--- src/verilog/pmx_pkg.sv ---
// shared constants for the pin function multiplexer
package pmx_pkg;
    // register byte offsets on the AXI4-Lite port
    localparam logic [3:0]  PMX_OFS_PORT_A      = 4'h0;
    localparam logic [3:0]  PMX_OFS_PORT_B      = 4'h4;
    localparam logic [3:0]  PMX_OFS_ANALOG      = 4'h8;
    localparam logic [3:0]  PMX_OFS_RSV_STATUS  = 4'hc;
    // writable bits, reserved bits read as zero
    localparam logic [31:0] PMX_PORT_A_MASK     = 32'h0300ffff;
    localparam logic [31:0] PMX_PORT_B_MASK     = 32'h00003fff;
    localparam logic [31:0] PMX_ANALOG_MASK     = 32'hffffffff;
    // reset values
    localparam logic [31:0] PMX_PORT_A_RESET    = 32'h00000000;
    localparam logic [31:0] PMX_PORT_B_RESET    = 32'h00000000;
    localparam logic [31:0] PMX_ANALOG_RESET    = 32'h00000000;
    // selector codes
    localparam logic [1:0]  PMX_SEL_GPIO        = 2'h0;
    localparam logic [1:0]  PMX_SEL_ALT1        = 2'h1;
    localparam logic [1:0]  PMX_SEL_ALT2        = 2'h2;
    localparam logic [1:0]  PMX_SEL_ALT3        = 2'h3;
    // axi responses
    localparam logic [1:0]  PMX_RESP_OKAY       = 2'h0;
    localparam logic [1:0]  PMX_RESP_SLVERR     = 2'h2;
    // multiplexed pins: index 0..7 are pins 0..7, index 8 is pin 12
    localparam int          PMX_PINS            = 9;
    localparam int          PMX_ANALOG_FIELDS   = 16;
    localparam int          PMX_PIN12_IDX       = 8;
    localparam logic [4:0]  PMX_PIN12_LSB       = 5'h18;
    // analog fields that own a digital analog-I/O pin (fields 2,4,6,10,12,14)
    localparam logic [15:0] PMX_AIO_FIELDS      = 16'h5454;
    // legal peripheral codes per pin, bit order {code11, code10, code01}
    localparam logic [2:0]  PMX_ALT_LEGAL [PMX_PINS] = '{
        3'h1, 3'h5, 3'h1, 3'h5, 3'h1, 3'h5, 3'h7, 3'h3, 3'h3};
    // value seen by an input peripheral while its pin is not selected
    localparam logic        PMX_IN_IDLE         = 1'b0;
    localparam logic        PMX_RX_IDLE         = 1'b1;

    // bit position of a pin's two-bit selector in the port A register
    function automatic logic [4:0] pmx_field_lsb(input int idx);
        pmx_field_lsb = (idx == PMX_PIN12_IDX) ? PMX_PIN12_LSB : 5'(2 * idx);
    endfunction : pmx_field_lsb
endpackage : pmx_pkg

--- src/verilog/pmx_sync2.sv ---
// two-flop synchroniser for pad inputs
`timescale 1ns/10ps
module pmx_sync2 #(
    parameter int WIDTH = 9
) (
    input  wire logic             core_clk_in,   // system clock
    input  wire logic             resetn_in,     // async reset, active low
    input  wire logic [WIDTH-1:0] async_in,      // pad levels
    output logic      [WIDTH-1:0] sync_out       // synchronised levels
);
    logic [WIDTH-1:0] stage1_reg;

    // first stage feeds only the second
    always_ff @(posedge core_clk_in or negedge resetn_in) begin
        if (!resetn_in) begin
            stage1_reg <= '0;
            sync_out   <= '0;
        end else begin
            stage1_reg <= async_in;
            sync_out   <= stage1_reg;
        end
    end
endmodule : pmx_sync2

--- src/verilog/pmx_pin_cell.sv ---
// one pin's function selector: gpio or one of three peripheral signals
`timescale 1ns/10ps
module pmx_pin_cell
    import pmx_pkg::*;
(
    input  wire logic [1:0] sel_in,        // two-bit pin selector
    input  wire logic       gpio_out_in,   // gpio output level
    input  wire logic       gpio_oe_in,    // gpio drives pin, high
    input  wire logic [2:0] alt_out_in,    // peripheral levels {11,10,01}
    input  wire logic [2:0] alt_drive_in,  // peripheral drives {11,10,01}
    input  wire logic [2:0] alt_legal_in,  // code has a peripheral
    output logic            pin_out_out,   // level toward the pad
    output logic            pin_drive_out, // pad driven, high
    output logic            reserved_out   // selector holds reserved code
);
    logic [1:0] alt_idx;

    // pick the source for the pad
    always_comb begin
        alt_idx       = 2'(sel_in - PMX_SEL_ALT1);
        pin_out_out   = 1'b0;
        pin_drive_out = 1'b0;
        reserved_out  = 1'b0;
        if (sel_in == PMX_SEL_GPIO) begin
            pin_out_out   = gpio_out_in;
            pin_drive_out = gpio_oe_in;
        end else if (alt_legal_in[alt_idx]) begin
            pin_out_out   = alt_out_in[alt_idx];
            pin_drive_out = alt_drive_in[alt_idx];
        end else begin
            reserved_out  = 1'b1;
        end
    end
endmodule : pmx_pin_cell

--- src/verilog/pmx_top.sv ---
// pin function multiplexer with AXI4-Lite configuration registers
`timescale 1ns/10ps
module pmx_top
    import pmx_pkg::*;
(
    input  wire logic          core_clk_in,              // system clock, 100 MHz
    input  wire logic          resetn_in,                // async reset, active low
    // axi4-lite slave
    input  wire logic [3:0]    s_axi_awaddr_in,          // write address
    input  wire logic          s_axi_awvalid_in,         // write address valid
    output logic               s_axi_awready_out,        // write address ready
    input  wire logic [31:0]   s_axi_wdata_in,           // write data
    input  wire logic [3:0]    s_axi_wstrb_in,           // byte enables
    input  wire logic          s_axi_wvalid_in,          // write data valid
    output logic               s_axi_wready_out,         // write data ready
    output logic [1:0]         s_axi_bresp_out,          // write response
    output logic               s_axi_bvalid_out,         // write response valid
    input  wire logic          s_axi_bready_in,          // write response ready
    input  wire logic [3:0]    s_axi_araddr_in,          // read address
    input  wire logic          s_axi_arvalid_in,         // read address valid
    output logic               s_axi_arready_out,        // read address ready
    output logic [31:0]        s_axi_rdata_out,          // read data
    output logic [1:0]         s_axi_rresp_out,          // read response
    output logic               s_axi_rvalid_out,         // read data valid
    input  wire logic          s_axi_rready_in,          // read data ready
    input  wire logic          protected_write_permission_in, // protected writes granted
    // gpio side, index 8 is pin 12
    input  wire logic [8:0]    gpio_out_in,              // gpio output levels
    input  wire logic [8:0]    gpio_oe_in,               // gpio drive enables
    output logic [8:0]         gpio_in_out,              // synchronised pad levels
    // peripheral outputs toward pads
    input  wire logic          pwm1_output_a_in,         // pwm 1 A
    input  wire logic          pwm1_output_b_in,         // pwm 1 B
    input  wire logic          pwm2_output_a_in,         // pwm 2 A
    input  wire logic          pwm2_output_b_in,         // pwm 2 B
    input  wire logic          pwm3_output_a_in,         // pwm 3 A
    input  wire logic          pwm3_output_b_in,         // pwm 3 B
    input  wire logic          pwm4_output_a_in,         // pwm 4 A
    input  wire logic          pwm4_output_b_in,         // pwm 4 B
    input  wire logic          pwm_sync_output_in,       // pwm sync out
    input  wire logic          comparator_one_output_in, // comparator 1
    input  wire logic          comparator_two_output_in, // comparator 2
    input  wire logic          serial_a_transmit_in,     // serial A transmit
    input  wire logic          capture_unit_one_in,      // capture unit level out
    input  wire logic          capture_unit_one_oe_in,   // capture unit drives, high
    // peripheral inputs from pads
    output logic               trip_zone_input_one_out,  // trip zone 1
    output logic               serial_a_receive_out,     // serial A receive
    output logic               pwm_sync_input_out,       // pwm sync in
    output logic               capture_unit_one_out,     // capture unit level in
    // pads
    input  wire logic [8:0]    pad_in,                   // pad levels
    output logic [8:0]         pad_out,                  // pad drive levels
    output logic [8:0]         pad_oe_n_out,             // pad enables, low drives
    // other selections
    output logic [13:0]        port_b_select_out,        // port B selectors
    output logic [15:0]        analog_converter_sel_out, // converter/comparator role
    output logic [15:0]        analog_digital_io_out     // digital analog-I/O role
);
    logic [31:0] port_a_pin_select_low_reg;
    logic [31:0] port_b_pin_select_low_reg;
    logic [31:0] analog_pin_select_reg;
    logic [3:0]  aw_addr_reg;
    logic        aw_got_reg;
    logic [31:0] w_data_reg;
    logic [3:0]  w_strb_reg;
    logic        w_got_reg;
    logic        do_write;
    logic [31:0] wmask;
    logic [31:0] rd_next;
    logic        rd_ok;
    logic [8:0]  pad_sync;
    logic [1:0]  sel      [PMX_PINS];
    logic [2:0]  alt_out  [PMX_PINS];
    logic [2:0]  alt_drv  [PMX_PINS];
    logic [8:0]  cell_out;
    logic [8:0]  cell_drv;
    logic [8:0]  reserved_sel;

    // byte lanes into a bit mask
    function automatic logic [31:0] lane_mask(input logic [3:0] strb);
        lane_mask = {{8{strb[3]}}, {8{strb[2]}}, {8{strb[1]}}, {8{strb[0]}}};
    endfunction : lane_mask

    // one write at a time: address and data taken in either order
    assign s_axi_awready_out = !aw_got_reg;
    assign s_axi_wready_out  = !w_got_reg;
    assign s_axi_arready_out = !s_axi_rvalid_out;
    assign do_write          = aw_got_reg && w_got_reg && !s_axi_bvalid_out;
    assign wmask             = lane_mask(w_strb_reg);

    // write channel capture and response
    always_ff @(posedge core_clk_in or negedge resetn_in) begin
        if (!resetn_in) begin
            aw_got_reg       <= 1'b0;
            w_got_reg        <= 1'b0;
            aw_addr_reg      <= 4'h0;
            w_data_reg       <= 32'h00000000;
            w_strb_reg       <= 4'h0;
            s_axi_bvalid_out <= 1'b0;
            s_axi_bresp_out  <= PMX_RESP_OKAY;
        end else begin
            if (s_axi_awvalid_in && !aw_got_reg) begin
                aw_got_reg  <= 1'b1;
                aw_addr_reg <= {s_axi_awaddr_in[3:2], 2'h0};
            end
            if (s_axi_wvalid_in && !w_got_reg) begin
                w_got_reg  <= 1'b1;
                w_data_reg <= s_axi_wdata_in;
                w_strb_reg <= s_axi_wstrb_in;
            end
            if (do_write) begin
                aw_got_reg       <= 1'b0;
                w_got_reg        <= 1'b0;
                s_axi_bvalid_out <= 1'b1;
                s_axi_bresp_out  <= (aw_addr_reg == PMX_OFS_RSV_STATUS) ? PMX_RESP_SLVERR
                                                                       : PMX_RESP_OKAY;
            end else if (s_axi_bready_in) begin
                s_axi_bvalid_out <= 1'b0;
            end
        end
    end

    // port A selectors, guarded by protected write permission
    always_ff @(posedge core_clk_in or negedge resetn_in) begin
        if (!resetn_in) begin
            port_a_pin_select_low_reg <= PMX_PORT_A_RESET;
        end else if (do_write && aw_addr_reg == PMX_OFS_PORT_A
                     && protected_write_permission_in) begin
            port_a_pin_select_low_reg <= (port_a_pin_select_low_reg & ~(wmask & PMX_PORT_A_MASK))
                                       | (w_data_reg & wmask & PMX_PORT_A_MASK);
        end
    end

    // port B and analog selectors
    always_ff @(posedge core_clk_in or negedge resetn_in) begin
        if (!resetn_in) begin
            port_b_pin_select_low_reg <= PMX_PORT_B_RESET;
            analog_pin_select_reg     <= PMX_ANALOG_RESET;
        end else if (do_write) begin
            if (aw_addr_reg == PMX_OFS_PORT_B && protected_write_permission_in) begin
                port_b_pin_select_low_reg <= (port_b_pin_select_low_reg
                                              & ~(wmask & PMX_PORT_B_MASK))
                                           | (w_data_reg & wmask & PMX_PORT_B_MASK);
            end
            if (aw_addr_reg == PMX_OFS_ANALOG) begin
                analog_pin_select_reg <= (analog_pin_select_reg & ~(wmask & PMX_ANALOG_MASK))
                                       | (w_data_reg & wmask & PMX_ANALOG_MASK);
            end
        end
    end

    // read decode
    always_comb begin
        rd_ok   = 1'b1;
        rd_next = 32'h00000000;
        unique case ({s_axi_araddr_in[3:2], 2'h0})
            PMX_OFS_PORT_A:     rd_next = port_a_pin_select_low_reg;
            PMX_OFS_PORT_B:     rd_next = port_b_pin_select_low_reg;
            PMX_OFS_ANALOG:     rd_next = analog_pin_select_reg;
            PMX_OFS_RSV_STATUS: rd_next = {23'h000000, reserved_sel};
            default:            rd_ok   = 1'b0;
        endcase
    end

    // read channel
    always_ff @(posedge core_clk_in or negedge resetn_in) begin
        if (!resetn_in) begin
            s_axi_rvalid_out <= 1'b0;
            s_axi_rdata_out  <= 32'h00000000;
            s_axi_rresp_out  <= PMX_RESP_OKAY;
        end else if (s_axi_arvalid_in && !s_axi_rvalid_out) begin
            s_axi_rvalid_out <= 1'b1;
            s_axi_rdata_out  <= rd_next;
            s_axi_rresp_out  <= rd_ok ? PMX_RESP_OKAY : PMX_RESP_SLVERR;
        end else if (s_axi_rready_in) begin
            s_axi_rvalid_out <= 1'b0;
        end
    end

    // pad inputs cross into the clock domain
    pmx_sync2 #(.WIDTH(PMX_PINS)) u_pad_sync (
        .core_clk_in (core_clk_in),
        .resetn_in   (resetn_in),
        .async_in    (pad_in),
        .sync_out    (pad_sync)
    );
    assign gpio_in_out = pad_sync;

    // peripheral sources per pin, order {code11, code10, code01}
    assign alt_out[0] = {2'h0, pwm1_output_a_in};
    assign alt_out[1] = {comparator_one_output_in, 1'b0, pwm1_output_b_in};
    assign alt_out[2] = {2'h0, pwm2_output_a_in};
    assign alt_out[3] = {comparator_two_output_in, 1'b0, pwm2_output_b_in};
    assign alt_out[4] = {2'h0, pwm3_output_a_in};
    assign alt_out[5] = {capture_unit_one_in, 1'b0, pwm3_output_b_in};
    assign alt_out[6] = {pwm_sync_output_in, 1'b0, pwm4_output_a_in};
    assign alt_out[7] = {2'h0, pwm4_output_b_in};
    assign alt_out[8] = {1'b0, serial_a_transmit_in, 1'b0};
    assign alt_drv[0] = 3'h1;
    assign alt_drv[1] = 3'h5;
    assign alt_drv[2] = 3'h1;
    assign alt_drv[3] = 3'h5;
    assign alt_drv[4] = 3'h1;
    assign alt_drv[5] = {capture_unit_one_oe_in, 2'h1};
    assign alt_drv[6] = 3'h5;
    assign alt_drv[7] = 3'h1;
    assign alt_drv[8] = 3'h2;

    // one selector cell per pin
    for (genvar i = 0; i < PMX_PINS; i++) begin : g_pin
        assign sel[i] = port_a_pin_select_low_reg[pmx_field_lsb(i) +: 2];
        pmx_pin_cell u_cell (
            .sel_in        (sel[i]),
            .gpio_out_in   (gpio_out_in[i]),
            .gpio_oe_in    (gpio_oe_in[i]),
            .alt_out_in    (alt_out[i]),
            .alt_drive_in  (alt_drv[i]),
            .alt_legal_in  (PMX_ALT_LEGAL[i]),
            .pin_out_out   (cell_out[i]),
            .pin_drive_out (cell_drv[i]),
            .reserved_out  (reserved_sel[i])
        );
    end

    // registered pad drive; reserved codes release the pad
    always_ff @(posedge core_clk_in or negedge resetn_in) begin
        if (!resetn_in) begin
            pad_out      <= 9'h000;
            pad_oe_n_out <= 9'h1ff;
        end else begin
            pad_out      <= cell_out;
            pad_oe_n_out <= ~cell_drv;
        end
    end

    // pad levels into input peripherals
    always_ff @(posedge core_clk_in or negedge resetn_in) begin
        if (!resetn_in) begin
            trip_zone_input_one_out <= PMX_IN_IDLE;
            serial_a_receive_out    <= PMX_RX_IDLE;
            pwm_sync_input_out      <= PMX_IN_IDLE;
            capture_unit_one_out    <= PMX_IN_IDLE;
        end else begin
            trip_zone_input_one_out <= (sel[8] == PMX_SEL_ALT1) ? pad_sync[8] : PMX_IN_IDLE;
            serial_a_receive_out    <= (sel[7] == PMX_SEL_ALT2) ? pad_sync[7] : PMX_RX_IDLE;
            pwm_sync_input_out      <= (sel[6] == PMX_SEL_ALT2) ? pad_sync[6] : PMX_IN_IDLE;
            capture_unit_one_out    <= (sel[5] == PMX_SEL_ALT3) ? pad_sync[5] : PMX_IN_IDLE;
        end
    end

    // other selections straight from their registers
    assign port_b_select_out = port_b_pin_select_low_reg[13:0];
    for (genvar f = 0; f < PMX_ANALOG_FIELDS; f++) begin : g_analog
        assign analog_converter_sel_out[f] = analog_pin_select_reg[2 * f + 1];
        assign analog_digital_io_out[f]    = !analog_pin_select_reg[2 * f + 1]
                                             && PMX_AIO_FIELDS[f];
    end
endmodule : pmx_top

--- config.mk ---
export PLATFORM = sky130hd
export DESIGN_NAME = pmx_top
export DESIGN_NICKNAME = d
export VERILOG_FILES = /design/src/verilog/pmx_pkg.sv /design/src/verilog/pmx_sync2.sv /design/src/verilog/pmx_pin_cell.sv /design/src/verilog/pmx_top.sv
export SDC_FILE = /design/constraint.sdc
export NUM_CORES = 1
export LEC_CHECK = 0
export BUFFER_PORTS_ARGS = -buffer_cell sky130_fd_sc_hd__clkbuf_2
export CORE_MARGIN = 2
export CORE_UTILIZATION = 53
export DETAILED_ROUTE_END_ITERATION = 8
export GPL_TIMING_DRIVEN = 1
export PLACE_DENSITY = 0.81
export SYNTH_ARGS = -nofsm -noshare
export SYNTH_HDL_FRONTEND = slang
export SYNTH_SLANG_ARGS = --single-unit
export TNS_END_PERCENT = 20
--- constraint.sdc ---
create_clock -name core_clk_in -period 1.8 [get_ports core_clk_in]
set_input_delay 0.54 -clock core_clk_in [delete_from_list [all_inputs] [get_ports core_clk_in]]
set_output_delay 0.54 -clock core_clk_in [all_outputs]
set_load 0.005 [all_outputs]
==> results.json <==
{
  "seq_area_frac_synth_pct": 58.2,
  "cp-start-kind": "flip-flop",
  "final_nets": 882,
  "worst_ep_arrival_time_ns": 2.07,
  "r2r-start": "s_axi_bvalid_out",
  "final.period_utilization_pct": 97.4,
  "dp_hpwl_mm": 12.3,
  "rsz0062_at_grt": "false",
  "synth-warning-count": 0,
  "drv_cap": 0,
  "grt_pass1_wl_mm": 27.5,
  "grtUsageMet2_pct": 38.1,
  "start_util_pct": 53.7,
  "final_cell_mix": "192 x clkbuf_2, 169 x dfrtp_1, 87 x mux2_2, 41 x nand2_1",
  "gp_congestion": 0.800,
  "detail_route.wl_per_cell_um": 17.9,
  "synth_area_um2": 7720,
  "syn_inst": 548,
  "die_area_um2": 15600,
  "power.density_nw_per_um2": 1640,
  "antenna_found_initial": 0,
  "tns_ns": 0,
  "ant_nets": 0,
  "cts_sinks": 179,
  "area_growth_syn_to_layout_pct": 25.2,
  "drt_iter0_markers": 293,
  "cts_root_buf": "clkbuf_16",
  "critPathCaptureType": "flip-flop",
  "path_delay_family": "simple AND/OR/NAND/NOR gates",
  "grt_max_degree": 41,
  "placementRows": 44,
  "vdd_drop_max_uv": 824,
  "final_core_utilization_pct": 67.3,
  "max_stage_delay_ns": 0.51,
  "hold_class": "input port to async pin",
  "grtUsageTotal_pct": 23.0,
  "synth_seq_cells": 179,
  "worst-path-buf-inv": 1,
  "min_period_ns": 1.75,
  "diodes": 0,
  "worstPathMaxFanout": 8,
  "ios": 211,
  "die_h_um": 125,
  "power_leakage_nw": 4.91,
  "totalWireLength_mm": 17.1,
  "finalClockSkew_ns": 0.00710,
  "r2r_slack_ns": 0.05,
  "crit_slowest_cell": "or4b_1",
  "place_area_um2": 9030,
  "final_common_cell": "clkbuf_2",
  "dr.pass1.iters": 4,
  "drc": 0,
  "cts-htree-levels": 4,
  "setup_viol": 0,
  "cp_data_required_time_ns": 2.12,
  "stdcell_area_um2": 9670,
  "fmax_ghz": 0.571,
  "crit_type": "flip-flop to flip-flop",
  "synthArstFlopShare_pct": 100,
  "cp_cell_sequence": "nand3b_4, or4b_1, buf_4, mux2_4",
  "setup_ws_ns": 0.0477,
  "rr_worst_depth": 4,
  "ys.flop_type": "dfrtp_1",
  "cts.path.max_buffers": 2,
  "cts_tree": "yes",
  "gr-total-overflow": 0,
  "path_clk_slew_ns": 0.06,
  "syn_area_per_cell_um2": 14.1,
  "drive_gt1_share_pct": 51.0,
  "die_w_um": 125,
  "use_met1_pct": 29.6,
  "clkLatencyLatePin_ns": 0.43,
  "yosysUniqueCellTypes": 35,
  "synth_edf_count": 0,
  "fp.coreArea_um2": 14400,
  "report.final.slew_viol_count": 0,
  "dp_slack_ns": -0.142,
  "crit_start": "s_axi_bvalid_out",
  "cts_buffers": 17,
  "hold_viol": 0,
  "top_usage_layer": "met2",
  "status": "complete, no violations",
  "port_buffers": 193,
  "vias_per_cell": 5.20,
  "power_mw": 15.8,
  "path_depth": 4,
  "vias": 4971,
  "first_global_vias": 5209,
  "grt_util_met3_pct": 5.88
}
[final cells by class]
| class | count | area, um2 |
|---|---|---|
| Sequential cell | 179 | 4490 |
| Clock buffer | 21 | 480 |
| Tap cell | 184 | 230 |
| Clock inverter | 11 | 126 |
| Fill cell | 1017 | 4700 |
| Timing Repair Buffer | 229 | 1380 |
| Multi-Input combinational cell | 303 | 2850 |
| Inverter | 29 | 109 |
[per-stage QoR]
stage	hold WS [ns]	std cells
floorplan	0.244	560
global placement	0.332	922
detailed placement	0.335	922
CTS	0.00443	954
global route	0.00900	956
finish	0.00588	956
[report_power, final]
group / internal [mW] / switching (mW)
Clock: 2.19 / 1.55
Sequential: 5.71 / 1.25
Combinational: 2.93 / 2.22
[logic make-up (layout without fill, tap and decap cells)]
kind of cell | after synthesis | after routing | share of synthesized area (%)
compound gates | 43 | 43 | 3.94
fa+ha+maj | 30 | 30 | 4.86
buf+inv | 78 | 290 | 5.57
flops | 179 | 179 | 58.2
mux | 136 | 136 | 21.6
other cells | 1 | 13 | 0.0486
simple gates | 81 | 81 | 5.82
[cells in the mapped netlist, types with 2 or more instances]
cell type,n,area share [%]
nor3_2,2,0.26
nand2_1,41,2.0
nand4_1,3,0.24
mux2_2,87,13
buf_4,31,3.0
nand2b_1,5,0.41
inv_1,29,1.4
dfstp_2,10,3.4
mux4_2,9,2.6
mux2_1,3,0.44
nor2b_1,4,0.32
mux2_4,16,3.1
dfrtp_1,169,55
ha_1,30,4.9
a2bb2oi_1,6,0.68
nor3_4,4,0.84
nor2_1,11,0.53
clkbuf_1,10,0.49
or4b_1,3,0.39
buf_2,5,0.32
o31ai_1,2,0.19
a22o_1,14,1.6
o21ai_0,19,1.2
mux2i_1,21,2.7
and2_1,3,0.24
buf_6,2,0.29
[worst register-to-register path: cells and delay by family (launching register included)]
family | cells | cell delay (ns)
buffers and inverters | 1 | 0.21
multiplexers | 1 | 0.31
flip-flops | 1 | 0.41
AND/OR/NAND/NOR | 2 | 0.70
[worst min-delay path by stage]
stage / startpoint / endpoint / slack, ns / depth (start not counted)
floorplan: resetn_in / async pin / 0.24 / 0
global placement: u_pad_sync.stage1_reg[7] / u_pad_sync.sync_out[7] / 0.33 / 0
detailed placement: u_pad_sync.stage1_reg[2] / u_pad_sync.sync_out[2] / 0.33 / 0
CTS: resetn_in / s_axi_rdata_out[6] / 0.004 / 1
global route: resetn_in / s_axi_rdata_out[7] / 0.009 / 1
finish: resetn_in / s_axi_rdata_out[6] / 0.006 / 1
[per-layer routing]
metal | vias to the layer above | share of wire (%)
met5 | - | 0
met2 | 168 | 51
met4 | 0 | 1.5
li1 | 2270 | -
met3 | 22 | 5.9
met1 | 2511 | 42
[timing repair]
item,CTS,global route
resized for setup,1,4
setup endpoints to repair,7,46
buffers inserted,0,2
hold buffers,0,0
Note: power is estimated with default switching activity, not from simulation.
